===== config.mk =====
export PLATFORM = sky130hd
export DESIGN_NAME = scus_status
export DESIGN_NICKNAME = d
export VERILOG_FILES = /design/src/scus_pkg.sv /design/src/scus_status.sv
export VERILOG_INCLUDE_DIRS = /design/src
export SDC_FILE = /design/constraint.sdc
export NUM_CORES = 1
export LEC_CHECK = 0
export ABC_AREA = 0
export BUFFER_PORTS_ARGS = -buffer_cell sky130_fd_sc_hd__buf_2
export CAP_MARGIN = 25
export CORE_AREA = 2 2 39 41
export CTS_BUF_LIST = sky130_fd_sc_hd__clkbuf_8
export CTS_CLUSTER_DIAMETER = 30
export DETAILED_ROUTE_END_ITERATION = 10
export DIE_AREA = 0 0 41 43
export PLACE_DENSITY_LB_ADDON = 0.1
export SETUP_SLACK_MARGIN = 0.05
export SLEW_MARGIN = 0
export SYNTH_ARGS = -nofsm -noshare
export SYNTH_HDL_FRONTEND = slang
export SYNTH_SLANG_ARGS = --single-unit

===== constraint.sdc =====
create_clock -name clk_sys_in -period 2.5 [get_ports clk_sys_in]
set_clock_uncertainty 0.2 [all_clocks]
set_input_delay 0.5 -clock clk_sys_in [delete_from_list [all_inputs] [get_ports clk_sys_in]]
set_output_delay 0.5 -clock clk_sys_in [all_outputs]
set_load 0.02 [all_outputs]

===== src/scus_defs.svh =====
`ifndef SCUS_DEFS_SVH
`define SCUS_DEFS_SVH
`define SCUS_STATUS_ADDR 8'hAD
`define SCUS_STATUS_RESET 8'h80
`define SCUS_BIT_TBE 7
`define SCUS_BIT_CARD 6
`define SCUS_BIT_OVC 5
`define SCUS_BIT_VOK 4
`define SCUS_BIT_WTO 3
`define SCUS_BIT_TC 2
`define SCUS_BIT_RC 1
`define SCUS_BIT_PE 0
`endif


===== src/scus_pkg.sv =====
package scus_pkg;
    typedef struct packed {
        logic tx_load;
        logic tx_done_ok;
        logic tx_final_fail;
        logic rx_done;
        logic rx_parity_bad;
        logic rx_final;
        logic wt_timeout;
        logic wt_reload;
    } scus_evt_t;
endpackage : scus_pkg


===== src/scus_status.sv =====
`timescale 1ns/1ps
`include "scus_defs.svh"
module scus_status (
    input wire logic clk_sys_in,
    input wire logic nrst_in,
    input wire logic [7:0] sfr_addr_in,
    input wire logic sfr_rd_in,
    input wire logic register_page_select_in,
    input wire logic uart_data_buffer_wr_in,
    input wire logic uart_data_buffer_rd_in,
    input wire logic rep_mode_in,
    input wire scus_pkg::scus_evt_t evt_in,
    input wire logic card_detect_pin_in,
    input wire logic overcurrent_pin_in,
    input wire logic voltage_in_range_pin_in,
    output logic [7:0] sfr_rdata_out,
    output logic sfr_hit_out
);
    logic status_sel;
    logic [7:0] stat_q, stat_d;
    logic [2:0] card_s1_q, card_s2_q;

    // Page select gates the decode; ADh on page 1 belongs elsewhere
    assign status_sel = sfr_addr_in == `SCUS_STATUS_ADDR && !register_page_select_in;
    assign sfr_hit_out = status_sel;

    // Analog levels come from other domains; two stages each
    always_ff @(posedge clk_sys_in or negedge nrst_in) begin
        if (!nrst_in) begin
            card_s1_q <= 3'h0;
            card_s2_q <= 3'h0;
        end else begin
            card_s1_q <= {card_detect_pin_in, overcurrent_pin_in, voltage_in_range_pin_in};
            card_s2_q <= card_s1_q;
        end
    end

    always_comb begin
        stat_d = stat_q;
        // Set wins over clear in every event flag; CARD, OVC and VOK just copy the synced pins
        if (uart_data_buffer_wr_in) stat_d[`SCUS_BIT_TBE] = 1'b0;
        if (evt_in.tx_load) stat_d[`SCUS_BIT_TBE] = 1'b1;
        stat_d[`SCUS_BIT_CARD] = card_s2_q[2];
        stat_d[`SCUS_BIT_OVC] = card_s2_q[1];
        stat_d[`SCUS_BIT_VOK] = card_s2_q[0];
        if (evt_in.wt_reload) stat_d[`SCUS_BIT_WTO] = 1'b0;
        if (evt_in.wt_timeout) stat_d[`SCUS_BIT_WTO] = 1'b1;
        if (status_sel && sfr_rd_in) begin
            stat_d[`SCUS_BIT_TC] = 1'b0;
            stat_d[`SCUS_BIT_PE] = 1'b0;
        end
        // UART reports tx_done_ok only on success under repetition
        if (evt_in.tx_done_ok) stat_d[`SCUS_BIT_TC] = 1'b1;
        if (uart_data_buffer_rd_in) stat_d[`SCUS_BIT_RC] = 1'b0;
        if (evt_in.rx_done) stat_d[`SCUS_BIT_RC] = 1'b1;
        if (rep_mode_in) begin
            if (evt_in.tx_final_fail || (evt_in.rx_done && evt_in.rx_parity_bad && evt_in.rx_final))
                stat_d[`SCUS_BIT_PE] = 1'b1;
        end else if (evt_in.rx_done && evt_in.rx_parity_bad) begin
            stat_d[`SCUS_BIT_PE] = 1'b1;
        end
    end

    always_ff @(posedge clk_sys_in or negedge nrst_in) begin
        if (!nrst_in) stat_q <= `SCUS_STATUS_RESET;
        else stat_q <= stat_d;
    end

    assign sfr_rdata_out = status_sel ? stat_q : 8'h00;

    a_tbe_set: assert property (@(posedge clk_sys_in) disable iff (!nrst_in)
        evt_in.tx_load |=> stat_q[`SCUS_BIT_TBE]) else $error("tbe not set");
    a_tbe_clr: assert property (@(posedge clk_sys_in) disable iff (!nrst_in)
        uart_data_buffer_wr_in && !evt_in.tx_load |=> !stat_q[`SCUS_BIT_TBE]) else $error("tbe not cleared");
    a_rd_clears: assert property (@(posedge clk_sys_in) disable iff (!nrst_in)
        status_sel && sfr_rd_in && !evt_in.tx_done_ok && !evt_in.rx_done && !evt_in.tx_final_fail
        |=> !stat_q[`SCUS_BIT_TC] && !stat_q[`SCUS_BIT_PE]) else $error("read clear failed");
    a_rc_set: assert property (@(posedge clk_sys_in) disable iff (!nrst_in)
        evt_in.rx_done |=> stat_q[`SCUS_BIT_RC]) else $error("rc not set");
    a_rc_clr: assert property (@(posedge clk_sys_in) disable iff (!nrst_in)
        uart_data_buffer_rd_in && !evt_in.rx_done |=> !stat_q[`SCUS_BIT_RC]) else $error("rc not cleared");
    a_wto_flag: assert property (@(posedge clk_sys_in) disable iff (!nrst_in)
        evt_in.wt_timeout |=> stat_q[`SCUS_BIT_WTO]) else $error("wto not set");
    a_pe_rep: assert property (@(posedge clk_sys_in) disable iff (!nrst_in)
        rep_mode_in && !evt_in.tx_final_fail && !evt_in.rx_final && !stat_q[`SCUS_BIT_PE]
        |=> !stat_q[`SCUS_BIT_PE]) else $error("pe set early");
    a_card_track: assert property (@(posedge clk_sys_in) disable iff (!nrst_in)
        card_s2_q[2] |=> stat_q[`SCUS_BIT_CARD]) else $error("card flag lag");
    a_page_gate: assert property (@(posedge clk_sys_in) disable iff (!nrst_in)
        register_page_select_in |-> sfr_rdata_out == 8'h00 && !sfr_hit_out) else $error("page leak");
    c_tx_done: cover property (@(posedge clk_sys_in) disable iff (!nrst_in) evt_in.tx_done_ok);
    c_rx_parity: cover property (@(posedge clk_sys_in) disable iff (!nrst_in) evt_in.rx_done && evt_in.rx_parity_bad);
    c_status_read: cover property (@(posedge clk_sys_in) disable iff (!nrst_in) status_sel && sfr_rd_in);
    c_rep_final: cover property (@(posedge clk_sys_in) disable iff (!nrst_in) rep_mode_in && evt_in.tx_final_fail);
endmodule : scus_status


## Word level (Yosys, flattened, before mapping)

Cells that the tools add are included.

- Input bits: 26
- Word-level logic and storage cells: 31
- Bits in registers: 14
- Output and inout bits: 9

- Mux-type cells: 13
- Reduce and logical (&&, ||, !) cells: 10
- Eq/ne operators: 1

Operators by type and width:

| operator | number |
|---|---|
| 1-bit two-way mux | 12 |
| 8-bit equality test, second input constant | 1 |
| 8-bit two-way mux | 1 |
| 2-bit nonzero test | 4 |
| 1-bit logical AND | 4 |
| 1-bit zero test | 1 |
| 1-bit logical OR | 1 |

## Logic depth before layout (Yosys ltp)

Gate-level depths: netlist of the first run.

- Depth in word-level cells: 6
- Mapped depth: 4
- Depth with buffers taken out: 3

## Least setup slack after synthesis of the first run

OpenSTA, ideal clock, no wires.

- Kind: input port to output port
- Start point: input sfr_addr_in[1]
- End point: output sfr_rdata_out[0]
- Setup slack: 0.471 ns
- Stages: 4
- Arrival: 1.329 ns
- Path through: and4bb_1 and4_1 buf_4 and2_1

- Longest elaborated chain between the ends: 3

Ends and longest elaborated chain:

| element | RTL line | RTL |
|---|---|---|
| start, declared | scus_status.sv:6 | `input wire logic [7:0] sfr_addr_in,` |
| 8-bit equality test (no source line) | - |  |
| 1-bit logical AND | scus_status.sv:24 | `` assign status_sel = sfr_addr_in == `SCUS_STATUS_ADDR && !register_page_select_in; `` |
| named net sfr_hit_out | scus_status.sv:17 | `output logic sfr_hit_out` |
| 8-bit two-way mux | scus_status.sv:69 | `assign sfr_rdata_out = status_sel ? stat_q : 8'h00;` |
| end, declared | scus_status.sv:16 | `output logic [7:0] sfr_rdata_out,` |

The timed path passes the listed nets, and every way through them passes these cells.

## Final worst setup path of the first run

- Start point: input sfr_addr_in[1]
- End point: output sfr_rdata_out[7]

- Longest elaborated chain between the ends: 3

Ends and longest elaborated chain:

| element | RTL line |
|---|---|
| 8-bit equality test (no source line) | - |
| 1-bit logical AND | scus_status.sv:24 |
| 8-bit two-way mux | scus_status.sv:69 |

No other way between the ends.

==> results of run 1 <==
## how the worst max path moves through the flow
stage / to / start / slack (ns) / depth (start not counted)
after global routing: sfr_rdata_out[7] / sfr_addr_in[1] / 0.21 / 5
after global placement: sfr_rdata_out[4] / sfr_addr_in[1] / 0.32 / 5
after floorplan: sfr_rdata_out[0] / sfr_addr_in[1] / 0.47 / 4
after detailed placement: sfr_rdata_out[7] / sfr_addr_in[1] / 0.31 / 5
final: sfr_rdata_out[7] / sfr_addr_in[1] / 0.32 / 5
after CTS: sfr_rdata_out[7] / sfr_addr_in[1] / 0.30 / 5
## report_power, final
| part | internal (mW) | switching, mW |
|---|---|---|
| Combinational | 0.0195 | 0.0125 |
| Sequential | 0.238 | 0.00307 |
| Clock | 0.139 | 0.0698 |
| Total | 0.397 | 0.0853 |
## registers in the layout, summed over array words and instances (netlist names)
| signal | cells |
|---|---|
| stat_q | 8 |
| card_s2_q | 3 |
| card_s1_q | 3 |
## cells in the mapped netlist
master    instances
and2_1            8
nand4_1           1
nand2_1           1
and4bb_1          2
a221o_1           1
a21o_1            4
buf_4             1
a21oi_1           1
inv_1             4
dfrtp_1          13
and4_1            1
nor3b_1           1
dfstp_2           1
## cells in the final DEF, fill, tap and decap left out
cell type	n
a21o_1	4
a21oi_1	1
a221o_1	1
and2_1	8
and4_1	1
and4bb_1	2
buf_2	34
clkbuf_8	4
dfrtp_1	13
dfstp_2	1
dlygate4sd3_1	1
inv_1	4
nand2_1	1
nand4_1	1
nor3b_1	1
## layer usage
metal	part of all wire (%)	vias to the layer above	global-route usage (%)
li1	-	204	-
met1	45	187	14.5
met2	44	19	18.1
met3	11	0	3.14
met4	0	0	4.00
met5	0	-	0
## layout make-up
type	count	area, sq um
Fill cell	128	616
Sequential cell	14	352
Timing Repair Buffer	35	180
Multi-Input combinational cell	20	146
Clock buffer	4	55.1
Tap cell	16	20.0
Inverter	4	15.0
## through the flow
step                      hold slack (ns)  setup WS (ns)  area (sq um)  std cells
after detailed placement            0.136          0.305           703         88
after global placement              0.132          0.322           703         88
after floorplan                   0.00441          0.471           520         39
after global routing                0.155          0.208           768         93
final                               0.144          0.325           768         93
after CTS                           0.148          0.305           768         93
## logic make-up after synthesis
group,Yosys count,share of synthesized area [%]
AND/OR/NAND/NOR,14,19.5
AO/OA/AOI/OAI,6,8.65
flip-flops,14,67.5
buffers and inverters,5,4.33
==> flow_summary.json, run 1 <==
{
  "ios": 35,
  "ant_nets": 0,
  "cts_tree": "done",
  "synthTopCellsByArea": "dfrtp_1 (63%), and2_1 (9.6%), a21o_1 (5.8%)",
  "synth_area_sq_um": 520,
  "timing.rr.start": "stat_q[0]$_DFF_PN0_",
  "clk_latency_ns": 0.24,
  "reg2reg_to": "stat_q[0]$_DFF_PN0_",
  "hpwl_um": 720,
  "cp-end-kind": "output port",
  "grt_pass1_wl_um": 1370,
  "maxCapViolCount": 0,
  "grt-ovfl-total": 0,
  "slew_violations": 0,
  "crit_top_cell": "buf_2",
  "grt.total_usage_pct": 11.5,
  "period_minus_slack_ns": 2.18,
  "leakage_nw": 0.424,
  "row_count": 14,
  "root_buffer": "clkbuf_8",
  "startpoint_type": "input port",
  "ctsHoldBuffers": 1,
  "vias": 410,
  "cts_buffers": 3,
  "port_buffers": 34,
  "syn_to_final_growth_pct": 47.6,
  "slew-limit-headroom_pct": 80.4,
  "numClockSinks": 14,
  "hold_path.class": "flip-flop to flip-flop",
  "critPathSlowestCell": "and4_1",
  "antenna_cells": 0,
  "wl_per_cell_um": 9.31,
  "final-hold-violation-count": 0,
  "synth_nets": 65,
  "ys_warn_count": 0,
  "start_util_pct": 37.6,
  "drt_first_iter_violations": 3,
  "ys_seq_area_share_pct": 67.5,
  "die_area_sq_um": 1760,
  "cts-htree-levels": 1,
  "drive_gt1_share_pct": 50.6,
  "required_ns": 1.80,
  "reg2reg_depth": 1,
  "power_density_nw_per_um2": 628,
  "path_class": "input port to output port",
  "fin_nets": 104,
  "antenna_found_initial": 0,
  "run_status": "finished clean",
  "ys_seq_elements": 14,
  "setup_viol": 0,
  "worst-path-buf-inv": 2,
  "crit_fanout": 9,
  "min_to": "card_s2_q[0]$_DFF_PN0_",
  "drc": 0,
  "syn_avg_cell_area_sq_um": 13.3,
  "hold_start": "card_s1_q[0]$_DFF_PN0_",
  "via_per_inst": 4.41,
  "period_share_pct": 87.0,
  "yosysTopAreaCellShare_pct": 62.5,
  "synth.distinct_cells": 13,
  "max_freq_ghz": 0.460,
  "drtPass1Iterations": 4,
  "critPathTopFamily": "simple AND/OR/NAND/NOR gates",
  "final_core_util_pct": 55.5,
  "gp_congestion": 0.585,
  "postCtsResizedCells": 0,
  "synthCells": 39,
  "worstPathCellList": "buf_2 > and4bb_1 > and4_1 > and2_1 > buf_2",
  "r2r_slack_ns": 1.49,
  "worstHoldPathCells": 0,
  "yosys.area.top_type": "dfrtp_1",
  "cts_post_setup_buffers_inserted": 0,
  "fp.dieH_um": 43,
  "cts_buffer_depth": 2,
  "worst_slew_pin_slew_ns": 0.294,
  "p_total_uw": 482,
  "cp.arrival_ns": 1.48,
  "vdd_drop_max_mv": 0.348,
  "drt_wl_total_um": 866,
  "rsz0062_at_grt": "false",
  "grt_start_max_net_pins": 15,
  "die_w_um": 41,
  "slowest_delay_ns": 0.31,
  "fp.coreArea_sq_um": 1380,
  "clk_pin_slew_ns": 0.05,
  "first_global_vias": 371,
  "tns_ns": 0
}
Power figures use the tool's default switching activity.
==> run 2, diff against run 1 <==
Settings changed: CORE_AREA 2 2 39 41 to 2 2 40 42, DIE_AREA 0 0 41 43 to 0 0 42 44.
==> flow_summary.json, run 2 (same netlist as run 1, synthesis figures left out) <==
{
  "grt.total_usage_pct": 10.6,
  "fp.dieH_um": 44,
  "clk_pin_slew_ns": 0.05,
  "period_share_pct": 87.8,
  "ios": 35,
  "net-switching-power_uw": 85.1,
  "port_buffers": 34,
  "maxCapViolCount": 0,
  "antenna_found_initial": 0,
  "power_density_nw_per_um2": 627,
  "worst-path-buf-inv": 2,
  "slowest_delay_ns": 0.32,
  "syn_to_final_growth_pct": 47.6,
  "hpwl_um": 711,
  "switching_share_pct": 17.7,
  "cts_post_setup_buffers_inserted": 0,
  "finish.instance_area_sq_um": 768,
  "required_ns": 1.80,
  "hold_path.class": "flip-flop to flip-flop",
  "cts-htree-levels": 1,
  "holdWs_ns": 0.142,
  "rsz0062_at_grt": "false",
  "largest_register_ffs": 8,
  "die_w_um": 42,
  "pwr-share-comb_pct": 6.6,
  "grt_pass1_wl_um": 1430,
  "cts_buffers": 3,
  "first_global_vias": 377,
  "run_status": "finished clean",
  "grt-ovfl-total": 0,
  "ant_nets": 0,
  "power.share.clock_pct": 43.3,
  "max_freq_ghz": 0.456,
  "drt_first_iter_violations": 0,
  "vdd_drop_max_mv": 0.691,
  "vias": 409,
  "seq_power_share_pct": 50.1,
  "startpoint_type": "input port",
  "antenna_cells": 0,
  "numClockSinks": 14,
  "gp_congestion": 0.637,
  "drtPass1Iterations": 1,
  "grt_start_max_net_pins": 15,
  "start_util_pct": 36.7,
  "die_area_sq_um": 1850,
  "cp.arrival_ns": 1.49,
  "fp.coreArea_sq_um": 1420,
  "cts_buffer_depth": 2,
  "place_area_sq_um": 703,
  "via_per_inst": 4.40,
  "worstPathCellList": "buf_2 > and4bb_1 > and4_1 > and2_1 > buf_2",
  "cts_tree": "done",
  "clk_latency_ns": 0.23,
  "critPathTopFamily": "simple AND/OR/NAND/NOR gates",
  "regMostFlops": "stat_q",
  "internal_power_uw": 397,
  "crit_top_cell": "buf_2",
  "setup_viol": 0,
  "tns_ns": 0,
  "critPathSlowestCell": "and4_1",
  "row_count": 14,
  "worst_slew_pin_slew_ns": 0.298,
  "slew_violations": 0,
  "path_class": "input port to output port",
  "wl_per_cell_um": 9.16,
  "leakage_nw": 0.424,
  "fill_cells": 141,
  "root_buffer": "clkbuf_8",
  "top_regs": "stat_q (8), card_s1_q (3), card_s2_q (3)",
  "cp-end-kind": "output port",
  "drive_gt1_share_pct": 50.6,
  "drc": 0,
  "crit_fanout": 9,
  "final_core_util_pct": 54.1,
  "mostFrequentLayoutCell": "buf_2",
  "fin_nets": 104,
  "drt_wl_total_um": 852,
  "final_cell_mix": "buf_2 (34), dfrtp_1 (13), and2_1 (8)",
  "final-hold-violation-count": 0,
  "slew-limit-headroom_pct": 80.2,
  "period_minus_slack_ns": 2.19
}
-- run 2: area by class of cell --
class	count	area, sq um	area share, %
well taps	16	20.0	2.61
flip-flops and latches	14	352	45.8
repair buffers	35	180	23.5
clock buffers	4	55.1	7.17
inverters	4	15.0	1.95
multi-input cells	20	146	19.1
-- run 2: worst paths after layout --
| check | startpoint | end | slack, ns | cells past startpoint |
|---|---|---|---|---|
| worst max-delay path | sfr_addr_in[1] | sfr_rdata_out[1] | 0.31 | 5 |
| worst min register to register | card_s2_q[2]$_DFF_PN0_ | stat_q[6]$_DFF_PN0_ | 0.14 | 0 |
| worst min-delay path | card_s2_q[2]$_DFF_PN0_ | stat_q[6]$_DFF_PN0_ | 0.14 | 0 |
| min in group asynchronous | nrst_in | stat_q[4]$_DFF_PN0_ | 0.47 | 2 |
| max in group asynchronous | nrst_in | stat_q[7]$_DFFE_PN1P_ | 1.35 | 2 |
| worst max register to register | stat_q[0]$_DFF_PN0_ | stat_q[0]$_DFF_PN0_ | 1.47 | 1 |
-- run 2: power groups by stage --
stage,registers [mW],clock network [mW],logic (mW)
after floorplan,0.244,0,0.00721
after global placement,0.245,0,0.0305
after detailed placement,0.245,0,0.0314
after CTS,0.241,0.215,0.0327
after global routing,0.243,0.231,0.0361
final,0.241,0.209,0.0320
-- run 2: repair_timing --
action / in CTS / in global routing
hold buffers: 1 / 0
hold endpoints to repair: 13 / 0
gates resized for setup: 0 / 0
setup endpoints to repair: 0 / 0
-- run 2: through the flow --
| stage | total power [mW] | worst slack (ns) | std cells |
|---|---|---|---|
| 6_report | 0.482 | 0.306 | 93 |
| 5_1_grt | 0.509 | 0.182 | 93 |
| 4_1_cts | 0.489 | 0.285 | 93 |
| 3_5_place_dp | 0.277 | 0.285 | 88 |
| 3_3_place_gp | 0.275 | 0.307 | 88 |
| 2_1_floorplan | 0.251 | 0.471 | 39 |
-- run 2: metal layers --
metal  track usage [%]  wire length [um]
met3              5.00                84
met2              17.2               397
met5                 0                 0
met1              11.6               370
met4              5.81                 0
==> run 3, diff against run 2 <==
Settings changed: RECOVER_POWER from default to 50.
==> flow_summary.json, run 3 (same netlist as run 1, synthesis figures left out) <==
{
  "leakage_nw": 0.422,
  "numClockSinks": 14,
  "grt.total_usage_pct": 10.6,
  "drc": 0,
  "r2r_slack_ns": 1.47,
  "top_regs": "stat_q (8), card_s1_q (3), card_s2_q (3)",
  "mostFrequentLayoutCell": "buf_2",
  "p_total_uw": 482,
  "cts_tree": "done",
  "critPathTopFamily": "simple AND/OR/NAND/NOR gates",
  "period_share_pct": 87.8,
  "crit_path_start": "sfr_addr_in[1]",
  "die_area_sq_um": 1850,
  "startpoint_type": "input port",
  "antenna_found_initial": 0,
  "hold_path.class": "flip-flop to flip-flop",
  "largest_register_ffs": 8,
  "drive_gt1_share_pct": 49.4,
  "final_cell_mix": "buf_2 (33), dfrtp_1 (13), and2_1 (8)",
  "drt_first_iter_violations": 0,
  "period_minus_slack_ns": 2.19,
  "ios": 35,
  "crit_top_cell": "buf_2",
  "setup_viol": 0,
  "power_density_nw_per_um2": 628,
  "worstPathCellList": "buf_2 > and4bb_1 > and4_1 > and2_1 > buf_2",
  "fp.dieH_um": 44,
  "run_status": "finished clean",
  "clk_pin_slew_ns": 0.05,
  "first_global_vias": 377,
  "timing.rr.start": "stat_q[0]$_DFF_PN0_",
  "cts_buffers": 3,
  "root_buffer": "clkbuf_8",
  "critPathSlowestCell": "and4_1",
  "grt-ovfl-total": 0,
  "gp_congestion": 0.637,
  "crit_fanout": 9,
  "cts_buffer_depth": 2,
  "regMostFlops": "stat_q",
  "start_util_pct": 36.7,
  "drtPass1Iterations": 1,
  "die_w_um": 42,
  "ant_nets": 0,
  "vdd_drop_max_mv": 0.690,
  "drt_wl_total_um": 852,
  "worst_slew_pin_slew_ns": 0.712,
  "slew-limit-headroom_pct": 52.5,
  "fin_nets": 104,
  "port_buffers": 34,
  "max_freq_ghz": 0.456,
  "rsz0062_at_grt": "false",
  "cts-htree-levels": 1,
  "cp-end-kind": "output port",
  "cp.arrival_ns": 1.49,
  "worst-path-buf-inv": 2,
  "vias": 409,
  "maxCapViolCount": 0,
  "hold_start": "card_s2_q[2]$_DFF_PN0_",
  "required_ns": 1.80,
  "grt_start_max_net_pins": 15,
  "fp.coreArea_sq_um": 1420,
  "wl_per_cell_um": 9.16,
  "via_per_inst": 4.40,
  "clk_latency_ns": 0.23,
  "slew_violations": 0,
  "hpwl_um": 711,
  "grt_pass1_wl_um": 1430,
  "final-hold-violation-count": 0,
  "row_count": 14,
  "tns_ns": 0,
  "syn_to_final_growth_pct": 47.4,
  "path_class": "input port to output port",
  "slowest_delay_ns": 0.32,
  "antenna_cells": 0
}
run 3: area by class of cell:
| class | count | area [sq um] |
|---|---|---|
| Clock buffer | 4 | 55.1 |
| Fill cell | 142 | 652 |
| Inverter | 4 | 15.0 |
| Multi-Input combinational cell | 20 | 146 |
| Sequential cell | 14 | 352 |
| Tap cell | 16 | 20.0 |
| Timing Repair Buffer | 35 | 179 |
run 3: worst paths after layout:
path	endpoint	cells after the start
hold reg to reg	stat_q[6]$_DFF_PN0_	0
min in group asynchronous	stat_q[4]$_DFF_PN0_	2
max in group asynchronous	card_s2_q[2]$_DFF_PN0_	2
setup reg to reg	stat_q[0]$_DFF_PN0_	1
hold / removal	stat_q[6]$_DFF_PN0_	0
setup / recovery	sfr_rdata_out[1]	5
run 3: repair_timing:
item,CTS,global route
hold buffers,1,0
hold endpoints to repair,13,0
gates resized for setup,0,0
buffers inserted,0,0
run 3: metal layers:
layer,routed length [um],GRT usage (%)
met3,84,5.00
met1,371,11.6
met2,397,17.2
met4,0,5.81
met5,0,0
run 3: stage by stage:
| stage | setup WS, ns | util (%) | cells | instance area [sq um] | hold slack (ns) |
|---|---|---|---|---|---|
| 2_1_floorplan | 0.471 | - | 39 | 520 | 0.00441 |
| 4_1_cts | 0.285 | 54.1 | 93 | 768 | 0.146 |
| 3_3_place_gp | 0.307 | 49.6 | 88 | 703 | 0.132 |
| 5_1_grt | 0.182 | 54.1 | 93 | 767 | 0.155 |
| 3_5_place_dp | 0.285 | 49.6 | 88 | 703 | 0.136 |
| 6_report | 0.306 | 54.1 | 93 | 767 | 0.142 |
run 3: report_power, final:
part | total [mW] | internal (mW) | switching (mW)
registers | 0.241 | 0.238 | 0.00293
logic | 0.0318 | 0.0192 | 0.0125
clock network | 0.209 | 0.139 | 0.0696
